===== config.mk =====
export PLATFORM = sky130hd
export DESIGN_NAME = ccs_config_status_regs
export DESIGN_NICKNAME = d
export VERILOG_FILES = /design/src/ccs_pkg.sv /design/src/ccs_sticky_flag.sv /design/src/ccs_ramp.sv /design/src/ccs_config_status_regs.sv
export SDC_FILE = /design/constraint.sdc
export NUM_CORES = 1
export LEC_CHECK = 0
export BUFFER_PORTS_ARGS = -buffer_cell sky130_fd_sc_hd__buf_2
export CORE_UTILIZATION = 52
export DETAILED_ROUTE_END_ITERATION = 8
export PLACE_DENSITY = 0.76
export SYNTH_ARGS = -nofsm -noshare
export SYNTH_HDL_FRONTEND = slang
export SYNTH_SLANG_ARGS = --single-unit

===== constraint.sdc =====
create_clock -name clk_sys_i -period 3.3 [get_ports clk_sys_i]
set_input_delay 0.66 -clock clk_sys_i [delete_from_list [all_inputs] [get_ports clk_sys_i]]
set_output_delay 0.66 -clock clk_sys_i [all_outputs]
set_load 0.05 [all_outputs]

===== src/ccs_pkg.sv =====
// Constants shared by the converter configuration and status bank.
// Assumes a single 20 MHz system clock drives every user of this package.
package ccs_pkg;

  // Register offsets.
  localparam logic [7:0] OFS_CONFIG   = 8'h01;
  localparam logic [7:0] OFS_FAULT    = 8'h02;
  localparam logic [7:0] OFS_IDENT    = 8'h03;
  localparam logic [7:0] OFS_SET_LOW  = 8'h04;
  localparam logic [7:0] OFS_SET_HIGH = 8'h05;

  // Reset values.
  localparam logic [7:0] RST_CONFIG   = 8'h20;
  localparam logic [7:0] RST_FAULT    = 8'h00;
  localparam logic [6:0] RST_SET_LOW  = 7'h3C;
  localparam logic [6:0] RST_SET_HIGH = 7'h42;
  localparam logic [7:0] READ_ZERO    = 8'h00;

  // Configuration and fault field positions.
  localparam int BIT_SPAN      = 6;
  localparam int BIT_OUT_EN    = 5;
  localparam int BIT_CLAMP     = 4;
  localparam int BIT_FORCED    = 3;
  localparam int BIT_RAMP_FIX  = 2;
  localparam int SLEW_MSB      = 1;
  localparam int SLEW_LSB      = 0;
  localparam int BIT_OVERHEAT  = 1;
  localparam int BIT_SUPPLY_BAD = 0;

  // Ramp speed codes.
  localparam logic [1:0] SLEW_1V0  = 2'h0;
  localparam logic [1:0] SLEW_2V5  = 2'h1;
  localparam logic [1:0] SLEW_5V0  = 2'h2;

  // Timing: one code step is 25 mV; rates are in mV per ms.
  localparam int CLK_PERIOD_NS = 50;
  localparam int STEP_MV       = 25;
  localparam int RATE0_MV_MS   = 1000;
  localparam int RATE1_MV_MS   = 2500;
  localparam int RATE2_MV_MS   = 5000;
  localparam int RATE3_MV_MS   = 10000;
  localparam int NS_PER_MS     = 1000000;
  localparam int STEP_CYC0 = STEP_MV * NS_PER_MS / RATE0_MV_MS / CLK_PERIOD_NS;
  localparam int STEP_CYC1 = STEP_MV * NS_PER_MS / RATE1_MV_MS / CLK_PERIOD_NS;
  localparam int STEP_CYC2 = STEP_MV * NS_PER_MS / RATE2_MV_MS / CLK_PERIOD_NS;
  localparam int STEP_CYC3 = STEP_MV * NS_PER_MS / RATE3_MV_MS / CLK_PERIOD_NS;

  // Output target in millivolts.
  localparam logic [12:0] BASE_LOW_MV  = 13'h0708;
  localparam logic [12:0] BASE_HIGH_MV = 13'h07E9;
  localparam logic [5:0]  STEP_MV_W    = 6'h19;

  typedef enum logic [2:0] {
    RAMP_IDLE = 3'b001,
    RAMP_UP   = 3'b010,
    RAMP_DOWN = 3'b100
  } ccs_ramp_state_type;

endpackage : ccs_pkg


===== src/ccs_sticky_flag.sv =====
// One sticky fault flag, set by a live condition and cleared by a read.
// Assumes the condition input is already synchronous to clk_sys_i.
`timescale 1ns/1ps
module ccs_sticky_flag (
  // Clock and control
  input  wire logic clk_sys_i,
  input  wire logic ce_i,
  input  wire logic clear_i,
  // Event side
  input  wire logic cond_i,
  input  wire logic read_clear_i,
  // Flag
  output logic      flag_o
);

  logic next_flag;

  // A live condition always wins over the read clear.
  assign next_flag = cond_i | (flag_o & ~read_clear_i);

  always_ff @(posedge clk_sys_i) begin
    if (ce_i) begin
      if (clear_i) begin
        flag_o <= 1'b0;
      end else begin
        flag_o <= next_flag;
      end
    end
  end

endmodule : ccs_sticky_flag


===== src/ccs_ramp.sv =====
// Steps the applied setpoint code toward its target at the chosen speed.
// Assumes the target and speed inputs come from registers in the same domain.
`timescale 1ns/1ps
module ccs_ramp (
  // Clock and control
  input  wire logic       clk_sys_i,
  input  wire logic       ce_i,
  input  wire logic       clear_i,
  // Target
  input  wire logic [6:0] target_i,
  input  wire logic [1:0] slew_i,
  // Applied code
  output logic [6:0]      code_o,
  output logic            active_o
);

  ccs_pkg::ccs_ramp_state_type state;
  logic [8:0]                  count;
  logic                        primed;
  logic [8:0]                  period_last;
  logic                        step_due;

  assign period_last =
    (slew_i == ccs_pkg::SLEW_1V0) ? 9'(ccs_pkg::STEP_CYC0 - 1) :
    (slew_i == ccs_pkg::SLEW_2V5) ? 9'(ccs_pkg::STEP_CYC1 - 1) :
    (slew_i == ccs_pkg::SLEW_5V0) ? 9'(ccs_pkg::STEP_CYC2 - 1) :
                                    9'(ccs_pkg::STEP_CYC3 - 1);
  assign step_due = (count >= period_last);
  assign active_o = (state != ccs_pkg::RAMP_IDLE);

  always_ff @(posedge clk_sys_i) begin
    if (ce_i) begin
      if (clear_i) begin
        state  <= ccs_pkg::RAMP_IDLE;
        count  <= 9'h000;
        primed <= 1'b0;
        code_o <= ccs_pkg::RST_SET_LOW;
      end else if (!primed) begin
        // The first target after reset is applied at once.
        primed <= 1'b1;
        code_o <= target_i;
      end else begin
        case (state)
          ccs_pkg::RAMP_IDLE: begin
            count <= 9'h000;
            if (target_i > code_o) begin
              state <= ccs_pkg::RAMP_UP;
            end else if (target_i < code_o) begin
              state <= ccs_pkg::RAMP_DOWN;
            end
          end
          ccs_pkg::RAMP_UP: begin
            if (target_i <= code_o) begin
              state <= ccs_pkg::RAMP_IDLE;
            end else if (step_due) begin
              count  <= 9'h000;
              code_o <= code_o + 7'h01;
            end else begin
              count <= count + 9'h001;
            end
          end
          ccs_pkg::RAMP_DOWN: begin
            if (target_i >= code_o) begin
              state <= ccs_pkg::RAMP_IDLE;
            end else if (step_due) begin
              count  <= 9'h000;
              code_o <= code_o - 7'h01;
            end else begin
              count <= count + 9'h001;
            end
          end
          default: begin
            state <= ccs_pkg::RAMP_IDLE;
          end
        endcase
      end
    end
  end

endmodule : ccs_ramp


===== src/ccs_config_status_regs.sv =====
// Configuration and status register bank of a buck-boost regulator.
// Assumes a serial protocol engine in the same clock domain hands over
// whole register writes and reads as single-cycle strobes.
//
// Functional notes
// Enable low or supply collapse resets registers.
// Configuration at 0x01, reset 0x20, bit7 zero.
// Bit 6 selects low or high span.
// Bit 5 gates output, resets to one.
// Bit 4 enables minimum frequency clamp.
// Bit 3 forces fixed-frequency switching.
// Bit 2 enables fixed switching during ramps.
// Bits 1-0 select ramp speed.
// Setpoint changes ramp at programmed speed.
// Status at 0x02; read clears flags.
// Overheat flag latches; clears only when gone.
// Supply-bad flag latches; clears only when gone.
// Identity at 0x03, maker code high nibble.
// Identity holds major and minor revision.
// Low setpoint at 0x04, reset 0x3C.
// Target is base plus code times 25mV.
// High setpoint at 0x05, reset 0x42.
// Ramp option forces fixed switching while ramping.
// Undefined offsets read as 00h.
// Write commits at final acknowledge strobe.
// Reserved and read-only fields ignore writes.
`timescale 1ns/1ps
module ccs_config_status_regs #(
  // Arbitrary identity values.
  parameter logic [3:0] MAKER_CODE = 4'hA,
  parameter logic [1:0] REV_MAJOR  = 2'h0,
  parameter logic [1:0] REV_MINOR  = 2'h0
) (
  // Clock, reset, clock enable
  input  wire logic        clk_sys_i,
  input  wire logic        reset_n_i,
  input  wire logic        ce_i,
  // Device pins and supply monitor
  input  wire logic        enable_pin_i,
  input  wire logic        supply_input_ok_i,
  input  wire logic        setpoint_select_pin_i,
  // Register write from the serial engine
  input  wire logic        wr_commit_i,
  input  wire logic [7:0]  wr_addr_i,
  input  wire logic [7:0]  wr_data_i,
  // Register read from the serial engine
  input  wire logic        rd_strobe_i,
  input  wire logic [7:0]  rd_addr_i,
  output logic [7:0]       rd_data_o,
  // Fault conditions
  input  wire logic        overheat_i,
  input  wire logic        supply_bad_i,
  // Regulator controls
  output logic             out_enable_o,
  output logic             span_high_o,
  output logic             min_freq_clamp_o,
  output logic             fixed_switching_o,
  output logic             ramp_active_o,
  output logic [6:0]       vout_code_o,
  output logic [12:0]      target_mv_o
);

  logic [6:0]  config_bits;
  logic [6:0]  set_low;
  logic [6:0]  set_high;
  logic        overheat_flag;
  logic        supply_bad_flag;
  logic        ramp_active;
  logic [6:0]  ramp_code;

  // bank reset sources
  logic        bank_clear;
  assign bank_clear = ~reset_n_i | ~enable_pin_i | ~supply_input_ok_i;

  // write commit decode
  logic        wr_config;
  logic        wr_set_low;
  logic        wr_set_high;
  assign wr_config   = wr_commit_i & (wr_addr_i == ccs_pkg::OFS_CONFIG);
  assign wr_set_low  = wr_commit_i & (wr_addr_i == ccs_pkg::OFS_SET_LOW);
  assign wr_set_high = wr_commit_i & (wr_addr_i == ccs_pkg::OFS_SET_HIGH);

  // status read clears
  logic        rd_fault;
  assign rd_fault = rd_strobe_i & (rd_addr_i == ccs_pkg::OFS_FAULT);

  // Read views of each register.
  logic [7:0]  config_view;
  logic [7:0]  fault_view;
  logic [7:0]  ident_view;
  logic [7:0]  set_low_view;
  logic [7:0]  set_high_view;
  logic [7:0]  next_rd_data;

  // bit 7 reads zero
  assign config_view   = {1'b0, config_bits};
  assign fault_view    = {6'h00, overheat_flag, supply_bad_flag};
  // fixed identity
  assign ident_view    = {MAKER_CODE, REV_MAJOR, REV_MINOR};
  assign set_low_view  = {1'b0, set_low};
  assign set_high_view = {1'b0, set_high};

  // unmapped offsets read zero
  assign next_rd_data =
    (rd_addr_i == ccs_pkg::OFS_CONFIG)   ? config_view   :
    (rd_addr_i == ccs_pkg::OFS_FAULT)    ? fault_view    :
    (rd_addr_i == ccs_pkg::OFS_IDENT)    ? ident_view    :
    (rd_addr_i == ccs_pkg::OFS_SET_LOW)  ? set_low_view  :
    (rd_addr_i == ccs_pkg::OFS_SET_HIGH) ? set_high_view :
                                           ccs_pkg::READ_ZERO;

  always_ff @(posedge clk_sys_i) begin
    if (ce_i) begin
      if (bank_clear) begin
        rd_data_o <= ccs_pkg::READ_ZERO;
      end else if (rd_strobe_i) begin
        rd_data_o <= next_rd_data;
      end
    end
  end

  // configuration store, bit 7 dropped
  always_ff @(posedge clk_sys_i) begin
    if (ce_i) begin
      if (bank_clear) begin
        config_bits <= ccs_pkg::RST_CONFIG[6:0];
      end else if (wr_config) begin
        config_bits <= wr_data_i[6:0];
      end
    end
  end

  // setpoint stores
  always_ff @(posedge clk_sys_i) begin
    if (ce_i) begin
      if (bank_clear) begin
        set_low  <= ccs_pkg::RST_SET_LOW;
        set_high <= ccs_pkg::RST_SET_HIGH;
      end else begin
        if (wr_set_low) begin
          set_low <= wr_data_i[6:0];
        end
        if (wr_set_high) begin
          set_high <= wr_data_i[6:0];
        end
      end
    end
  end

  // overheat sticky flag
  ccs_sticky_flag u_overheat (
    .clk_sys_i    (clk_sys_i),
    .ce_i         (ce_i),
    .clear_i      (bank_clear),
    .cond_i       (overheat_i),
    .read_clear_i (rd_fault),
    .flag_o       (overheat_flag)
  );

  // supply-bad sticky flag
  ccs_sticky_flag u_supply_bad (
    .clk_sys_i    (clk_sys_i),
    .ce_i         (ce_i),
    .clear_i      (bank_clear),
    .cond_i       (supply_bad_i),
    .read_clear_i (rd_fault),
    .flag_o       (supply_bad_flag)
  );

  // ramp toward selected setpoint
  logic [6:0]  target_code;
  assign target_code = setpoint_select_pin_i ? set_high : set_low;

  ccs_ramp u_ramp (
    .clk_sys_i (clk_sys_i),
    .ce_i      (ce_i),
    .clear_i   (bank_clear),
    .target_i  (target_code),
    .slew_i    (config_bits[ccs_pkg::SLEW_MSB:ccs_pkg::SLEW_LSB]),
    .code_o    (ramp_code),
    .active_o  (ramp_active)
  );

  // target voltage in millivolts
  logic [12:0] base_mv;
  logic [12:0] next_target_mv;
  assign base_mv = config_bits[ccs_pkg::BIT_SPAN] ? ccs_pkg::BASE_HIGH_MV
                                                  : ccs_pkg::BASE_LOW_MV;
  assign next_target_mv = base_mv + 13'(ramp_code) * 13'(ccs_pkg::STEP_MV_W);

  // fixed switching while ramping
  logic        next_fixed;
  assign next_fixed = config_bits[ccs_pkg::BIT_FORCED] |
                      (config_bits[ccs_pkg::BIT_RAMP_FIX] & ramp_active);

  // control outputs
  always_ff @(posedge clk_sys_i) begin
    if (ce_i) begin
      if (bank_clear) begin
        out_enable_o      <= ccs_pkg::RST_CONFIG[ccs_pkg::BIT_OUT_EN];
        span_high_o       <= ccs_pkg::RST_CONFIG[ccs_pkg::BIT_SPAN];
        min_freq_clamp_o  <= ccs_pkg::RST_CONFIG[ccs_pkg::BIT_CLAMP];
        fixed_switching_o <= ccs_pkg::RST_CONFIG[ccs_pkg::BIT_FORCED];
        ramp_active_o     <= 1'b0;
        vout_code_o       <= ccs_pkg::RST_SET_LOW;
        target_mv_o       <= ccs_pkg::BASE_LOW_MV;
      end else begin
        out_enable_o      <= config_bits[ccs_pkg::BIT_OUT_EN];
        span_high_o       <= config_bits[ccs_pkg::BIT_SPAN];
        min_freq_clamp_o  <= config_bits[ccs_pkg::BIT_CLAMP];
        fixed_switching_o <= next_fixed;
        ramp_active_o     <= ramp_active;
        vout_code_o       <= ramp_code;
        target_mv_o       <= next_target_mv;
      end
    end
  end
endmodule : ccs_config_status_regs


==> flow_metrics.py <==
metrics = {
    "cts": {
        "clock-sinks": 76,
        "clkLatencyLatePin_ns": 0.35,
        "cts_buffer_depth": 2,
        "clkTransAtPathRegs_ns": 0.09,
        "cts_root_buf": "clkbuf_8",
        "tritoncts": "built",
        "cts_made_buffers": 9,
        "htreeDepth": 3,
        "holdBufCountCts": 0,
    },
    "critical_path": {
        "cp-end-kind": "register",
        "worstRegToRegCells": 12,
        "crit_arrival_ns": 3.50,
        "r2r_end": "target_mv_o[12]",
        "crit_required_ns": 3.40,
        "reg2reg_slack_ns": -0.10,
        "crit_path_max_incr_delay_ns": 0.51,
        "path_max_fanout": 4,
        "crit_type": "reg -> reg",
        "cp_cell_sequence": "ha_4 > fa_1 > inv_1 > fa_1 > inv_2 > ha_4 > nor3_4 > a2111oi_2 > or4_1 > a31oi_1 > xnor2_1 > nor2_1",
        "rr_startpoint": "u_ramp.code_o[3]",
        "cp-start-kind": "register",
        "slowest_stage": "edfxtp_1",
    },
    "routing": {
        "drtPass1Iterations": 5,
        "drtIter0Drc": 157,
        "viasPerCell": 5.522,
        "via_count": 3501,
        "wl_per_cell_um": 15.22,
        "drt-total-wl_um": 9651,
        "route.detailed.drc": 0,
        "ant_nets": 0,
    },
    "sta": {
        "hold_viol_final": 0,
        "final-max-slew-violation-count": 0,
        "clock_skew_ns": 0.009147,
        "finalWorstPathRequiredPeriod_ns": 3.404,
        "max_freq_mhz": 293.8,
        "postLayoutSetupSlackWorst_ns": -0.1041,
        "fin_crit_sh_pct": 103.2,
        "tightest_slew_ns": 0.6250,
        "setup_viol": 1,
        "slew_headroom_pct": 58.01,
        "rsz0062_at_grt": "true",
        "setup_tns_ns": -0.1041,
    },
    "global_route": {
        "track_usage_pct": 20.70,
        "antenna_found_initial": 0,
        "grt_pass1_vias": 3316,
        "grt_start_max_net_pins": 25,
        "grt_overflow": 0,
        "grt_pass1_wl_um": 15560,
    },
    "power_and_ir_drop": {
        "p_leak_uw": 0.002350,
        "power_density_nw_per_um2": 458.5,
        "ir_drop_mv": 0.1946,
        "p_total_uw": 2609,
    },
    "status": {
        "failed_checks": "negative setup slack",
        "status": "finished with violations",
    },
    "yosys": {
        "syn_nets": 518,
        "synthFlopType": "edfxtp_1",
        "ys_seq_elements": 76,
        "synth-simple-area-share_pct": 15.22,
        "synth_cell_types": 40,
        "synth_area_um2": 4726,
        "synth_top_family_by_area": "adder cells",
        "synth_fa_ha_area_share_pct": 16.47,
        "synth-seq-area-share_pct": 48.29,
        "synth-edff-count": 76,
        "synth_compound_area_share_pct": 8.737,
        "muxShareOfSynthArea_pct": 3.707,
        "async_flop_share_pct": 0,
        "post_synth_inst_count": 426,
        "synth_xor_area_share_pct": 4.263,
        "syn_area_per_cell_um2": 11.09,
        "ys.warnings.count": 0,
    },
    "min_path": {
        "hold_depth": 1,
        "hold_end": "out_enable_o",
        "hold_class": "reg -> reg",
        "min_from": "config_bits[5]",
    },
    "floorplanning": {
        "ios": 67,
        "rows": 34,
        "core_area_um2": 8763,
        "die_y_um": 97.33,
        "dieWidth_um": 97.33,
        "initial_utilization_pct": 53.93,
        "dieArea_um2": 9473,
    },
    "cells_and_area": {
        "fin_util_pct": 64.93,
        "drive_gt1_share_pct": 25.48,
        "layout.nets": 613,
        "multi_input_area_um2": 2402,
        "seqCellArea_um2": 2282,
        "fillers": 676,
        "num_antenna_cells": 0,
        "syn_to_final_growth_pct": 20.41,
    },
    "place": {
        "gp_congestion": 0.9167,
        "hpwl_um": 7264,
        "portBuffers": 65,
        "dp_slack_ns": -0.08169,
    },
    "job": {
        "drv_cap": 0,
    },
}
[what timing repair did]
action / CTS / global route
gates resized for setup: 2 / 3
pin swaps: 2 / 1
buffers inserted: 0 / 1
setup endpoints to repair: 1 / 3
[state kept, by name (all words and copies together) (netlist names), 3 cells and up]
signal         count
set_low            7
vout_code_o        7
u_ramp.code_o      7
u_ramp.state       3
set_high           7
target_mv_o       13
u_ramp.count       9
config_bits        7
rd_data_o          8
[area by class of cell]
class | count | area share (%)
clock buffers | 9 | 2.177
clock inverters | 7 | 1.319
inverters | 31 | 2.045
multi-input cells | 309 | 42.22
flip-flops and latches | 76 | 40.11
well taps | 108 | 2.375
repair buffers | 94 | 9.763
[worst max-delay path by stage]
| stage | startpoint | endpoint | cells past startpoint |
|---|---|---|---|
| after global placement | u_ramp.code_o[3] | target_mv_o[12] | 10 |
| final | u_ramp.code_o[3] | target_mv_o[12] | 12 |
| after floorplan | u_ramp.code_o[1] | target_mv_o[12] | 10 |
| after detailed placement | u_ramp.code_o[3] | target_mv_o[12] | 12 |
| after global routing | u_ramp.code_o[3] | target_mv_o[12] | 12 |
| after CTS | u_ramp.code_o[3] | target_mv_o[12] | 12 |
[where the power goes]
group | leakage (uW) | total, uW | internal, uW | switching [uW]
registers | 0.000728 | 1160 | 1120 | 35.4
logic | 0.00153 | 728 | 328 | 400
clock network | 0.0000935 | 725 | 352 | 373
total | 0.00235 | 2610 | 1800 | 809
[cells in the final DEF, fill, tap and decap left out, types with 15 or more instances in the layout]
| master | netlist | routed |
|---|---|---|
| edfxtp_1 | 76 | 76 |
| buf_2 | 2 | 65 |
| ha_1 | 51 | 45 |
| nor2_1 | 45 | 44 |
| nand2_1 | 29 | 29 |
| inv_1 | 29 | 28 |
| buf_4 | 0 | 28 |
| nand2b_1 | 19 | 19 |
| o21ai_0 | 17 | 17 |
| a21oi_1 | 16 | 15 |
| xor2_1 | 15 | 15 |
[stage by stage]
stage               hold slack [ns]  instances  area, um2
floorplan                    0.5065        426       4787
finish                       0.5463        634       5690
global placement             0.5303        617       5430
CTS                          0.5539        633       5654
detailed placement           0.5319        617       5430
global route                 0.5786        634       5690
[synthesized netlist by cell type (3+ instances only)]
library cell	instances	area, um2
nand4_1	6	37.54
edfxtp_1	76	2282
and3_1	4	25.02
mux2i_1	4	40.04
a31oi_1	5	31.28
xor2_1	15	131.4
a211oi_1	3	22.52
a21boi_0	3	22.52
ha_1	51	638.1
a21oi_1	16	80.08
o211ai_1	3	22.52
nor2_1	45	168.9
nand2_1	29	108.9
and2_1	14	87.58
clkbuf_1	8	30.03
a21o_1	5	37.54
a22oi_1	6	45.04
nor4_1	3	18.77
o21ai_0	17	85.08
xnor2_1	8	70.07
inv_1	29	108.9
nand3_1	12	60.06
nand2b_1	19	118.9
fa_1	7	140.1
nor3_1	8	40.04
mux2_2	12	135.1
[worst max-delay path, delay by kind of cell (launching register included)]
family                   cells  cell delay (ns)
buffers and inverters        2             0.10
AO/OA/AOI/OAI                2             0.33
flip-flops                   1             0.51
AND/OR/NAND/NOR              3             0.63
adder cells (fa/ha/maj)      4             1.45
XOR/XNOR                     1             0.14
[metal layers]
layer	up-vias	track usage [%]	part of all wire (%)
met2	104	34.07	48
met3	14	2.878	4.6
li1	1719	-	-
met5	-	0	0
met4	0	7.353	1.7
met1	1664	28.16	46
[cell families (layout without fill, tap and decap cells)]
group | Yosys count | count (layout)
AOI/OAI and AO/OA | 65 | 65
xor gates and xnor gates | 23 | 23
muxes | 16 | 16
adders and majority gates | 58 | 58
DFF | 76 | 76
buffers and inverters | 41 | 141
and+or+nand+nor | 147 | 147
(Power assumes the default switching activity.)
